[src/core/odt_pkg.sv]
// shared constants and types for the termination control link
package odt_pkg;
	localparam int LAT_W = 5;
	localparam logic [LAT_W-1:0] LAT_OFFSET = 5'h02; // odt latency = wl - 2
	localparam logic [LAT_W-1:0] HOLD_BC4 = 5'h04;
	localparam logic [LAT_W-1:0] HOLD_BL8 = 5'h06;
	localparam int PIPE_D = 32;
	// analog delay in async mode, counted in clocks
	localparam logic [LAT_W-1:0] ASYNC_ON_CYC = 5'h01;
	localparam logic [LAT_W-1:0] ASYNC_OFF_CYC = 5'h01;
	// apb register offsets of the controller
	localparam logic [7:0] REG_CFG = 8'h00;
	localparam logic [7:0] REG_CMD = 8'h04;
	localparam logic [7:0] REG_STAT = 8'h08;
	localparam logic [31:0] CFG_RESET = 32'h0000_0000;
	// cfg fields
	localparam int CFG_CWL_LSB = 0;
	localparam int CFG_AL_LSB = 5;
	localparam int CFG_RL_LSB = 10;
	localparam int CFG_NOM_BIT = 15;
	localparam int CFG_WR_LSB = 16;
	localparam int CFG_DLL_BIT = 18;
	localparam int CFG_PPD_BIT = 19;
	// cmd fields
	localparam int CMD_OP_LSB = 0;
	localparam int CMD_BL8_BIT = 2;
	typedef enum logic [1:0] {RTT_OFF, RTT_NOM, RTT_WR} rtt_t;
	typedef enum logic [1:0] {OP_NONE, OP_ODT_ON, OP_WRITE, OP_READ} op_t;
endpackage

[src/core/odt_link_if.sv]
// link between memory controller and termination block
`timescale 1ns/1ps
interface odt_link_if;
	logic odt;
	logic wr_cmd;
	logic wr_bl8;
	logic cke;
	modport ctrl (output odt, output wr_cmd, output wr_bl8, output cke);
	modport dev (input odt, input wr_cmd, input wr_bl8, input cke);
endinterface

[src/core/odt_term_dev.sv]
// device end: termination state from the odt pin and write commands
//
// The register addresses and the APB interface to the registers were chosen for this implementation.
`timescale 1ns/1ps
// Functional notes
// - sync timing when dll locked, termination enabled
// - sync in active states and dll-on power-down
// - turn on/off odt latency after sampling
// - odt latency equals cwl plus al minus two
// - internal odt delayed by additive latency
// - controller holds odt high four cycles unless a read cmd drops it
// - write with odt holds four or six unless a read cmd drops it
// - later of both hold points governs release
// - odt low around read bursts
// - async in dll-off power-down and resync
// - async mode ignores latency, analog delay
// - dynamic switching when either wr bit set
// - write switches to write strength after wl-2
// - back to nominal after odtloff plus 6/4
module odt_term_dev
	import odt_pkg::*;
(
	input wire logic clock_in, // device clock
	input wire logic rst_n_in, // async reset, active low
	odt_link_if.dev link, // pins from controller
	input wire logic [4:0] cwl_in, // cas write latency
	input wire logic [4:0] al_in, // additive latency
	input wire logic rtt_nom_en_in, // nominal termination enabled
	input wire logic [1:0] rtt_wr_sel_in, // write termination select
	input wire logic dll_locked_in, // dll on and locked
	input wire logic ppd_dll_off_in, // dll off in precharge pd
	input wire logic all_banks_idle_in, // precharged state
	output rtt_t rtt_state_out, // resulting termination
	output logic sync_mode_out // synchronous timing active
);
	typedef struct packed {
		logic [PIPE_D-1:0] odt_pipe;
		logic [PIPE_D-1:0] wr_pipe;
		logic [LAT_W-1:0] wr_hold;
		logic [LAT_W-1:0] async_cnt;
		logic async_odt;
		logic odt_int;
		rtt_t rtt;
		logic sync;
		logic [PIPE_D-1:0] bl8_pipe;
		logic [2:0] pin_meta;
		logic [2:0] pin_sync;
	} state_t;

	state_t s_ff;
	state_t nxt_s;
	logic [LAT_W-1:0] odtl;
	logic [LAT_W-1:0] cnw;
	logic [LAT_W-1:0] wl;
	logic term_en;
	logic dyn_en;
	logic sync_now;
	logic odt_d;
	logic wr_d;
	logic bl8_d;
	logic dll_ok;
	logic ppd_off;
	logic banks_idle;

	//--------------------------------------------------
	// mode selection
	//--------------------------------------------------
	always_comb begin
		// status pins are read only after their second stage
		dll_ok = s_ff.pin_sync[0];
		ppd_off = s_ff.pin_sync[1];
		banks_idle = s_ff.pin_sync[2];
		wl = cwl_in + al_in;
		// a write latency below two would wrap; use the same-edge tap
		odtl = (wl < LAT_OFFSET) ? 5'h00 : wl - LAT_OFFSET;
		cnw = odtl;
		dyn_en = rtt_wr_sel_in != 2'h0;
		term_en = rtt_nom_en_in | dyn_en;
		// power-down with dll off, or relock, goes async
		sync_now = dll_ok & term_en &
			~(~link.cke & banks_idle & ppd_off);
	end

	//--------------------------------------------------
	// delayed odt and write taps
	//--------------------------------------------------
	always_comb begin
		// shift register; tap index zero means sampled this edge
		odt_d = (odtl == 5'h00) ? link.odt : s_ff.odt_pipe[odtl - 5'h01];
		wr_d = (cnw == 5'h00) ? link.wr_cmd : s_ff.wr_pipe[cnw - 5'h01];
		// burst length travels with its write, not the later pin level
		bl8_d = (cnw == 5'h00) ? link.wr_bl8 : s_ff.bl8_pipe[cnw - 5'h01];
	end

	always_comb begin
		nxt_s = s_ff;
		nxt_s.odt_pipe = {s_ff.odt_pipe[PIPE_D-2:0], link.odt};
		nxt_s.wr_pipe = {s_ff.wr_pipe[PIPE_D-2:0],
			link.wr_cmd & dyn_en};
		nxt_s.bl8_pipe = {s_ff.bl8_pipe[PIPE_D-2:0], link.wr_bl8};
		nxt_s.pin_meta = {all_banks_idle_in, ppd_dll_off_in, dll_locked_in};
		nxt_s.pin_sync = s_ff.pin_meta;
		nxt_s.sync = sync_now;
		// write strength lasts from odtlcnw to odtloff plus 4/6
		if (s_ff.wr_hold != 5'h00) begin
			nxt_s.wr_hold = s_ff.wr_hold - 5'h01;
		end
		if (sync_now && dyn_en && wr_d) begin
			// both bl8 and bc4 hold counted from the wl-2 tap
			nxt_s.wr_hold = bl8_d ? HOLD_BL8 : HOLD_BC4;
		end
		// async path: no additive latency, fixed analog delay
		if (link.odt != s_ff.async_odt) begin
			if (s_ff.async_cnt == 5'h00) begin
				nxt_s.async_odt = link.odt;
				nxt_s.async_cnt = link.odt ? ASYNC_ON_CYC : ASYNC_OFF_CYC;
			end else begin
				nxt_s.async_cnt = s_ff.async_cnt - 5'h01;
			end
		end else begin
			nxt_s.async_cnt = 5'h00;
		end
		nxt_s.odt_int = sync_now ? odt_d : s_ff.async_odt;
		if (!term_en || !nxt_s.odt_int) begin
			nxt_s.rtt = RTT_OFF;
		end else if (sync_now && dyn_en &&
			((wr_d) || s_ff.wr_hold > 5'h01)) begin
			nxt_s.rtt = RTT_WR;
		end else if (rtt_nom_en_in) begin
			nxt_s.rtt = RTT_NOM;
		end else begin
			nxt_s.rtt = RTT_OFF;
		end
	end

	always_ff @(posedge clock_in or negedge rst_n_in) begin
		if (!rst_n_in) begin
			s_ff <= '0;
		end else begin
			s_ff <= nxt_s;
		end
	end

	assign rtt_state_out = s_ff.rtt;
	assign sync_mode_out = s_ff.sync;
endmodule

[src/flat_wrapper.sv]
// flat-port wrapper written by rule: the top's interface ports become plain ports
module odt_term_dev_flat import odt_pkg::*;
  (clock_in, rst_n_in, cwl_in, al_in, rtt_nom_en_in, rtt_wr_sel_in, dll_locked_in, ppd_dll_off_in, all_banks_idle_in, rtt_state_out, sync_mode_out, link_odt, link_wr_cmd, link_wr_bl8, link_cke);
  odt_link_if link_i ();
  input wire logic clock_in;
  input wire logic rst_n_in;
  input wire logic [4:0] cwl_in;
  input wire logic [4:0] al_in;
  input wire logic rtt_nom_en_in;
  input wire logic [1:0] rtt_wr_sel_in;
  input wire logic dll_locked_in;
  input wire logic ppd_dll_off_in;
  input wire logic all_banks_idle_in;
  output rtt_t rtt_state_out;
  output logic sync_mode_out;
  input wire logic [$bits(link_i.odt)-1:0] link_odt;
  input wire logic [$bits(link_i.wr_cmd)-1:0] link_wr_cmd;
  input wire logic [$bits(link_i.wr_bl8)-1:0] link_wr_bl8;
  input wire logic [$bits(link_i.cke)-1:0] link_cke;
  assign link_i.odt = link_odt;
  assign link_i.wr_cmd = link_wr_cmd;
  assign link_i.wr_bl8 = link_wr_bl8;
  assign link_i.cke = link_cke;
  odt_term_dev u_core (.clock_in(clock_in), .rst_n_in(rst_n_in), .link(link_i), .cwl_in(cwl_in), .al_in(al_in), .rtt_nom_en_in(rtt_nom_en_in), .rtt_wr_sel_in(rtt_wr_sel_in), .dll_locked_in(dll_locked_in), .ppd_dll_off_in(ppd_dll_off_in), .all_banks_idle_in(all_banks_idle_in), .rtt_state_out(rtt_state_out), .sync_mode_out(sync_mode_out));
endmodule
[config.mk]
export PLATFORM = sky130hd
export DESIGN_NAME = odt_term_dev_flat
export DESIGN_NICKNAME = d
export VERILOG_FILES = /design/src/core/odt_pkg.sv /design/src/core/odt_link_if.sv /design/src/core/odt_term_dev.sv /design/src/flat_wrapper.sv
export SDC_FILE = /design/constraint.sdc
export NUM_CORES = 1
export LEC_CHECK = 0
export BUFFER_PORTS_ARGS = -buffer_cell sky130_fd_sc_hd__buf_2
export CAP_MARGIN = 20
export CORE_AREA = 10 10 130 102
export CTS_BUF_LIST = sky130_fd_sc_hd__clkbuf_4 sky130_fd_sc_hd__clkbuf_8
export CTS_CLUSTER_DIAMETER = 120
export DETAILED_ROUTE_END_ITERATION = 10
export DIE_AREA = 0 0 140 112
export RECOVER_POWER = 25
export SLEW_MARGIN = 20
export SYNTH_ARGS = -nofsm -noshare
export SYNTH_HDL_FRONTEND = slang
export SYNTH_SLANG_ARGS = --single-unit
[constraint.sdc]
create_clock -name clock_in -period 3.4 [get_ports clock_in]
set_input_delay 0.68 -clock clock_in [delete_from_list [all_inputs] [get_ports clock_in]]
set_output_delay 0.68 -clock clock_in [all_outputs]
set_load 0.005 [all_outputs]
## Word-level counts from Yosys, hierarchy flattened

Cells that the tools add are included.

| storage, ports and cells | value |
|---|---|
| flip-flop bits (word level) | 116 |
| input port bits | 22 |
| output and inout bits | 3 |
| logic and storage cells | 59 |

| cells by class | value |
|---|---|
| $add $sub $neg | 5 |
| magnitude comparators | 3 |
| equality and inequality tests | 1 |
| muxes and demuxes | 19 |
| bitwise operators | 8 |
| reductions and logical operators | 13 |

Operator list:

| kind | count |
|---|---|
| 5-bit two-way mux | 5 |
| 1-bit binary-select mux with 5-bit select | 3 |
| 5-bit by 1-bit subtractor with 5-bit output (second input constant) | 3 |
| 5-bit zero test | 2 |
| 1-bit two-way mux | 8 |
| 5-bit by 6-bit < comparator with 1-bit output (second input constant) | 1 |
| 2-bit two-way mux | 3 |
| 5-bit adder | 1 |
| 1-bit AND | 5 |
| 5-bit by 1-bit > comparator with 1-bit output (second input constant) | 1 |
| 5-bit by 2-bit < comparator with 1-bit output (second input constant) | 1 |
| 5-bit nonzero test | 1 |
| 5-bit by 2-bit subtractor with 5-bit output (second input constant) | 1 |
| 2-bit nonzero test | 2 |
| 1-bit logical AND | 3 |
| 1-bit zero test | 2 |
| 1-bit logical OR | 2 |
| 1-bit NOT | 2 |
| 2-bit AND reduction | 1 |
| 1-bit != test | 1 |
| 1-bit OR | 1 |

## Logic depth before layout (Yosys ltp)

Gate-level depths: netlist of the first run.

| logic depth | value |
|---|---|
| depth after elaboration | 11 |
| mapped depth | 15 |
| mapped depth without buffers | 13 |

## Least setup slack after synthesis of the first run

No wires, ideal clock.

| path | value |
|---|---|
| path kind | input -> register |
| start | input cwl_in[0] |
| end | register u_core.s_ff[49] (netlist name) |
| arrival time | 3.659 ns |
| data required time | 3.272 ns |
| path slack | -0.387 ns |
| stages | 14 |
| path buffers | 1 |
| cells stage by stage | ha_1 > inv_1 > fa_1 > xor2_1 > ha_1 > buf_2 > nor3b_2 > a2111o_1 > o211ai_1 > o21ai_0 > a21oi_1 > o211ai_2 > a211oi_4 > mux2_1 |

| on the way | value |
|---|---|
| word-level cells in the longest chain between the ends | 9 |
| elaborated cells on any way between the ends | 16 |
| classes of those cells | 3 x add/sub; 1 x order compare; 9 x mux; 3 x reduce/logical |

RTL lines:

| element | line | source |
|---|---|---|
| start: declaration | flat_wrapper.sv:7 | `input wire logic [4:0] cwl_in;` |
| 5-bit adder * | odt_term_dev.sv:73 | `wl = cwl_in + al_in;` |
| 5-bit by 2-bit subtractor with 5-bit output / 5-bit by 2-bit < comparator with 1-bit output (equally long branches) | odt_term_dev.sv:75 | `odtl = (wl < LAT_OFFSET) ? 5'h00 : wl - LAT_OFFSET;` |
| 5-bit two-way mux * | odt_term_dev.sv:75 |  |
| 5-bit by 1-bit subtractor with 5-bit output | odt_term_dev.sv:90, odt_term_dev.sv:92 |  |
| 1-bit binary-select mux with 5-bit select, on equally long branches | odt_term_dev.sv:92, odt_term_dev.sv:90 |  |
| 1-bit two-way mux, on equally long branches (2 in a row) | odt_term_dev.sv:92, odt_term_dev.sv:90 |  |
| 2-bit two-way mux / 1-bit logical AND (equally long branches) | odt_term_dev.sv:110, odt_term_dev.sv:108 |  |
| 5-bit two-way mux / 2-bit nonzero test (equally long branches) | -- |  |
| end signal: assignment | odt_term_dev.sv:140 | `s_ff <= nxt_s;` |
| end: declaration | odt_term_dev.sv:50 | `state_t s_ff;` |

Every way passes the cells marked *; elsewhere a longest branch is shown, timed or not. The select of a mux whose other input is x is not followed.
A chain may end at the register's enable or synchronous reset.

## Worst setup path after layout of the first run

| path | value |
|---|---|
| start | input cwl_in[0] |
| end | register u_core.s_ff[50] (netlist name) |

| on the way | value |
|---|---|
| word-level cells in the longest chain between the ends | 9 |
| elaborated cells on any way between the ends | 12 |
| classes of those cells | 3 x add/sub; 1 x order compare; 5 x mux; 3 x reduce/logical |

RTL lines:

| element | line | source |
|---|---|---|
| 5-bit adder * | odt_term_dev.sv:73 |  |
| 5-bit by 2-bit subtractor with 5-bit output / 5-bit by 2-bit < comparator with 1-bit output (equally long branches) | odt_term_dev.sv:75 |  |
| 5-bit two-way mux * | odt_term_dev.sv:75 |  |
| 5-bit by 1-bit subtractor with 5-bit output | odt_term_dev.sv:90 | `wr_d = (cnw == 5'h00) ? link.wr_cmd : s_ff.wr_pipe[cnw - 5'h01];` |
| 1-bit binary-select mux with 5-bit select | odt_term_dev.sv:90 |  |
| 1-bit two-way mux (implied by the code) | odt_term_dev.sv:90 |  |
| 1-bit two-way mux * | odt_term_dev.sv:90 |  |
| 1-bit logical AND * | odt_term_dev.sv:108 | `if (sync_now && dyn_en && wr_d) begin` |
| 5-bit two-way mux / 2-bit nonzero test (equally long branches) | -- |  |

Marked as above.

==> results.sh, run 1 <==
export IMPL_setup_ws_ps=143
export IMPL_first_iter_violations=294
export IMPL_num_fill_cells=916
export IMPL_tightestPinTransition_ps=638
export IMPL_drcViolationCount=0
export IMPL_yosys_cell_types_count=68
export IMPL_yosys_top_cells_area="dfrtp_1, mux2i_1, nor2_1"
export IMPL_cts_sinks=114
export IMPL_dpl_instance_area_sq_um=5410
export IMPL_finalWeightedCongestion=0.953
export IMPL_pwr_density_cell_nw_per_um2=689
export IMPL_h_tree_depth=4
export IMPL_fin_crit_ps=3260
export IMPL_yosysTopAreaCell="dfrtp_1"
export IMPL_avgSynthCellArea_sq_um=11.9
export IMPL_initial_utilization=0.439
export IMPL_max_slew_margin=0.575
export IMPL_hold_path_class="in -> async"
export IMPL_rows=33
export IMPL_ys_seq_area_frac=0.606
export IMPL_skew_ps=12.1
export IMPL_drv_slew=0
export IMPL_setup_tns_ps=0
export IMPL_start_kind="primary input"
export IMPL_io_pins=25
export IMPL_drive_above_1_share=0.271
export IMPL_min_period_over_period=0.958
export IMPL_reg2reg_slack_ps=1230
export IMPL_vdd_drop_max_v=0.000348
export IMPL_ys_seq_elements=114
export IMPL_rsz0062_at_grt="false"
export IMPL_hold_buffers=0
export IMPL_yosysWarnings=0
export IMPL_setup_viol=0
export IMPL_cts_repair_timing_setup_buffer_count=0
export IMPL_syn_inst=396
export IMPL_dp_slack_ps=-368
export IMPL_async_flop_share=1.00
export IMPL_grt_pass1_vias=3485
export IMPL_routed_wl_mm=11.3
export IMPL_outcome="complete, no violations"
export IMPL_synth_edf_count=0
export IMPL_setup_worst_path_class="in -> reg"
export IMPL_cts_buffers_inserted=17
export IMPL_clockBufferDepth=2
export IMPL_grt_start_max_net_pins=66
export IMPL_whs_ps=252
export IMPL_yosysTopAreaCellShare=0.606
export IMPL_fp_coreArea_sq_um=10700
export IMPL_port_buffers=24
export IMPL_syn2layout_area_growth_pct=23.5
export IMPL_dieArea_sq_um=15700
export IMPL_clock_latency_ps=440
export IMPL_cts_tree="built"
export IMPL_drtPass1Iterations=5
export IMPL_synthFlopType="dfrtp_1"
export IMPL_r2r_worst_path_cells=7
export IMPL_grt_ovfl_total=0
export IMPL_crit_path_end_kind="flop"
export IMPL_diodes=0
export IMPL_cap_viol_max_count=0
export IMPL_syn_nets=428
export IMPL_die_w_um=140
export IMPL_worstPathArrival_ps=3580
export IMPL_fp_dieH_um=112
export IMPL_cp_max_fo=6
export IMPL_path_clk_slew_ps=70
export IMPL_vias=3419
export IMPL_fin_util=0.542
export IMPL_finalInstanceArea_sq_um=5820
export IMPL_antenna_found_initial=0
export IMPL_hold_viol_final=0
export IMPL_fmax_ghz=0.307
export IMPL_grtUsageTotal=0.150
export IMPL_nets=506
export IMPL_grt_pass1_wl_mm=18.8
export IMPL_ant_nets=0
export IMPL_syn_area_sq_um=4710
export IMPL_cp_required_ps=3730
export IMPL_wire_per_inst_um=18.1
export IMPL_dp_final_hpwl_mm=8.12
export IMPL_power_leakage_nw=2.64
export IMPL_viasPerCell=5.45
export IMPL_cts_root_buffer="clkbuf_8"
export IMPL_cts_resized=0
==> sequential cells by signal (all words and copies together), names as in the netlist <==
signal and count:
u_core.banks_idle 1, u_core.dll_ok 1, u_core.nxt_s 96, u_core.ppd_off 1, u_core.rtt_state_out 2, u_core.s_ff 12, u_core.sync_mode_out 1
==> area by class of cell <==
cell class                      instances  area (sq um)  share of cell area
Clock buffer                           18           248              0.0426
Clock inverter                         14           156              0.0269
Inverter                               16          60.1              0.0103
Multi-Input combinational cell        247          1750               0.301
Sequential cell                       114          2850               0.490
Tap cell                              140           175              0.0301
Timing Repair Buffer                   78           576              0.0989
==> synth_stat cells (7+ instances only) <==
master	n
nand2_1	28
a21oi_1	24
ha_1	9
a22oi_1	7
dfrtp_1	114
xnor2_1	7
nor3_1	9
o22ai_1	10
nor2_1	36
mux2i_1	14
o21ai_0	17
inv_1	14
buf_2	8
==> report_power, final <==
part           internal [mW]  switching [mW]  leakage [nW]  total, mW
sequential              1.48          0.0910          1.36       1.57
clock                  0.678           0.602         0.192       1.28
combinational          0.547           0.610          1.08       1.16
==> path summary, 6_finish.rpt <==
check / startpoint / to
min: rst_n_in / u_core.nxt_s[84]$_DFF_PN0_
max: cwl_in[0] / u_core.s_ff[50]$_DFFE_PN0P_
max reg2reg: u_core.nxt_s[35]$_DFF_PN0_ / u_core.s_ff[49]$_DFFE_PN0P_
max in group asynchronous: rst_n_in / u_core.sync_mode_out$_DFF_PN0_
min reg2reg: u_core.nxt_s[0]$_DFF_PN0_ / u_core.dll_ok$_DFF_PN0_
min in group clock_in: ppd_dll_off_in / u_core.nxt_s[1]$_DFF_PN0_
==> per-stage QoR <==
| step | instances | power [mW] |
|---|---|---|
| global placement | 595 | 2.72 |
| global route | 627 | 4.24 |
| finish | 627 | 4.01 |
| CTS | 627 | 4.03 |
| detailed placement | 595 | 2.74 |
| floorplan | 396 | 2.30 |
==> cells by family (layout without fill, tap and decap cells) <==
kind of cell	count (synthesis)	after routing	share of synthesized area
flip-flops	114	114	0.606
AO/OA/AOI/OAI	112	112	0.170
AND/OR/NAND/NOR	93	93	0.0903
buffers and inverters	35	126	0.0332
multiplexers	19	19	0.0470
XOR/XNOR	13	13	0.0258
adder cells (fa/ha/maj)	10	10	0.0282
==> routing by layer <==
layer,track usage,up-vias,wire length (um)
li1,-,1585,-
met1,0.214,1724,5540
met2,0.209,96,4970
met3,0.0399,14,692
met4,0.0632,0,136
met5,0,-,0
==> worst max-delay path, cell delays in order <==
cell,delay (ps)
buf_2,100
ha_4,130
inv_2,30
fa_2,380
xor2_2,160
ha_1,320
nor3b_4,180
a211oi_1,290
a21oi_1,70
mux2i_1,170
a21oi_1,120
a2111oi_2,410
a211oi_4,90
buf_4,180
a211o_1,260
==> placed cells by master, fill, tap and decap left out, types with 10 or more instances in the layout <==
master / instances
inv_1: 13
clkbuf_8: 18
nand2_1: 28
mux2i_1: 14
nor2_1: 36
o21ai_0: 16
buf_2: 21
a21oi_1: 24
o22ai_1: 10
buf_4: 51
dfrtp_1: 114
Power figures use the tool's default switching activity.
==> inputs of run 2 (changes only) <==
--- a/config.mk
+++ b/config.mk
@@ -7,11 +7,12 @@
 export LEC_CHECK = 0
 export BUFFER_PORTS_ARGS = -buffer_cell sky130_fd_sc_hd__buf_2
 export CAP_MARGIN = 20
-export CORE_AREA = 10 10 130 102
+export CORE_AREA = 10 10 134 99
 export CTS_BUF_LIST = sky130_fd_sc_hd__clkbuf_4 sky130_fd_sc_hd__clkbuf_8
 export CTS_CLUSTER_DIAMETER = 120
 export DETAILED_ROUTE_END_ITERATION = 10
-export DIE_AREA = 0 0 140 112
+export DIE_AREA = 0 0 144 109
+export GPL_TIMING_DRIVEN = 0
 export RECOVER_POWER = 25
 export SLEW_MARGIN = 20
 export SYNTH_ARGS = -nofsm -noshare
==> constraint.sdc (replaced) <==
create_clock -name clock_in -period 3.1 [get_ports clock_in]
set_input_delay 0.62 -clock clock_in [delete_from_list [all_inputs] [get_ports clock_in]]
set_output_delay 0.62 -clock clock_in [all_outputs]
set_load 0.005 [all_outputs]
==> results.sh, run 2 (synthesis results as in run 1) <==
export IMPL_fin_util=0.563
export IMPL_cts_tree="built"
export IMPL_layout_commonest_cell="dfrtp_1"
export IMPL_crit_path_end_kind="flop"
export IMPL_path_cells="buf_6, ha_4, inv_2, fa_2, xor2_4, ha_4, or3b_1, buf_6, buf_6, nor2_4, a31oi_1, mux2i_1, a22o_1, o31a_1, a211oi_4, buf_6, a211o_1"
export IMPL_drive_above_1_share=0.318
export IMPL_nets=505
export IMPL_start_kind="primary input"
export IMPL_reg2reg_to="u_core.s_ff[49]$_DFFE_PN0P_"
export IMPL_vdd_drop_max_v=0.000405
export IMPL_vias=3544
export IMPL_multi_input_area_sq_um=1950
export IMPL_dieArea_sq_um=15700
export IMPL_p_total_mw=4.63
export IMPL_diodes=0
export IMPL_path_clk_slew_ps=60
export IMPL_slowest_delay_ps=430
export IMPL_fmax_ghz=0.305
export IMPL_die_w_um=144
export IMPL_outcome="finished with violations"
export IMPL_grt_pass1_vias=3502
export IMPL_worstPathArrival_ps=3580
export IMPL_grt_ovfl_total=0
export IMPL_initial_utilization=0.437
export IMPL_setup_ws_ps=-175
export IMPL_first_iter_violations=256
export IMPL_grtUsageTotal=0.158
export IMPL_fin_crit_ps=3280
export IMPL_min_period_over_period=1.06
export IMPL_register_area_sq_um=2850
export IMPL_viasPerCell=5.71
export IMPL_cts_root_buffer="clkbuf_8"
export IMPL_ant_nets=0
export IMPL_wire_per_inst_um=19.4
export IMPL_slowest_stage="fa_2"
export IMPL_hold_path_class="in -> async"
export IMPL_routed_wl_mm=12.1
export IMPL_pwr_density_cell_nw_per_um2=763
export IMPL_io_pins=25
export IMPL_drcViolationCount=0
export IMPL_fp_dieH_um=109
export IMPL_setup_worst_path_class="in -> reg"
export IMPL_fp_coreArea_sq_um=10800
export IMPL_port_buffers=24
export IMPL_cp_required_ps=3410
export IMPL_skew_ps=6.52
export IMPL_grt_pass1_wl_mm=19.0
export IMPL_cpMostUsedCell="buf_6"
export IMPL_rows=32
export IMPL_hold_viol_final=0
export IMPL_power_leakage_nw=2.69
export IMPL_grt_start_max_net_pins=63
export IMPL_hold_buffers=0
export IMPL_cts_sinks=114
export IMPL_final_cell_mix="dfrtp_1, nor2_1, buf_4, nand2_1, buf_2"
export IMPL_clock_latency_ps=430
export IMPL_cts_buffers_inserted=17
export IMPL_drtPass1Iterations=4
export IMPL_r2r_start="u_core.nxt_s[36]$_DFF_PN0_"
export IMPL_cp_max_fo=6
export IMPL_setup_viol=5
export IMPL_max_slew_margin=0.444
export IMPL_finalWeightedCongestion=0.876
export IMPL_whs_ps=166
export IMPL_violations="negative setup slack"
export IMPL_reg2reg_slack_ps=880
export IMPL_syn2layout_area_growth_pct=28.7
export IMPL_r2r_worst_path_cells=7
export IMPL_h_tree_depth=4
export IMPL_drv_slew=0
export IMPL_cap_viol_max_count=0
export IMPL_num_fill_cells=862
export IMPL_antenna_found_initial=0
export IMPL_tightestPinTransition_ps=829
export IMPL_clockBufferDepth=2
export IMPL_dp_final_hpwl_mm=7.96
export IMPL_rsz0062_at_grt="true"
export IMPL_largest_register_ffs=96
run 2: what timing repair did:
action | CTS | global route
resized for setup | 19 | 41
pin swaps | 10 | 19
setup buffers | 20 | 17
endpoints found under the setup margin | 7 | 7
run 2: through the flow:
step | setup TNS [ps] | setup WS [ps] | instances | cell area [sq um]
2_1_floorplan | -1140 | -335 | 396 | 4810
3_3_place_gp | -5460 | -1090 | 556 | 5100
3_5_place_dp | -5620 | -1090 | 557 | 5140
4_1_cts | -440 | -146 | 607 | 5750
5_1_grt | -1030 | -235 | 621 | 6060
6_report | -620 | -175 | 621 | 6060
run 2: worst max-delay path by stage:
stage               depth (start not counted)  slack, ps                                end       from
global placement                           15      -1090        u_core.s_ff[49]$_DFFE_PN0P_  cwl_in[0]
detailed placement                         15      -1090        u_core.s_ff[49]$_DFFE_PN0P_  cwl_in[0]
CTS                                        14       -150  u_core.rtt_state_out[0]$_DFF_PN0_   al_in[0]
global route                               17       -230        u_core.s_ff[50]$_DFFE_PN0P_  cwl_in[0]
floorplan                                  14       -340        u_core.s_ff[49]$_DFFE_PN0P_  cwl_in[0]
finish                                     17       -180        u_core.s_ff[50]$_DFFE_PN0P_  cwl_in[0]
run 2: where the power goes:
group / switching, mW / leakage (nW) / internal, mW
Combinational: 0.787 / 1.12 / 0.695
Sequential: 0.0980 / 1.36 / 1.62
Clock: 0.577 / 0.208 / 0.846
run 2: area by class of cell:
cell class,instances,share of cell area
sequential,114,0.470
multi-input combinational,247,0.321
timing repair buffer,60,0.0767
clock buffer,21,0.0456
tap,136,0.0281
buffer,17,0.0250
clock inverter,10,0.0221
inverter,16,0.0107
run 2: layer usage:
layer / GRT usage / up-vias / wire (um)
li1: - / 1586 / -
met1: 0.221 / 1795 / 5520
met2: 0.218 / 136 / 5290
met3: 0.0608 / 27 / 1010
met4: 0.0545 / 0 / 231
met5: 0 / - / 0
run 2: critical path: cells and delay by family:
family	cells	cell delay, ps
buffers and inverters	5	530
and+or+nand+nor	2	450
AOI/OAI and AO/OA	5	740
xor gates and xnor gates	1	180
muxes	1	200
adders and majority gates	3	860
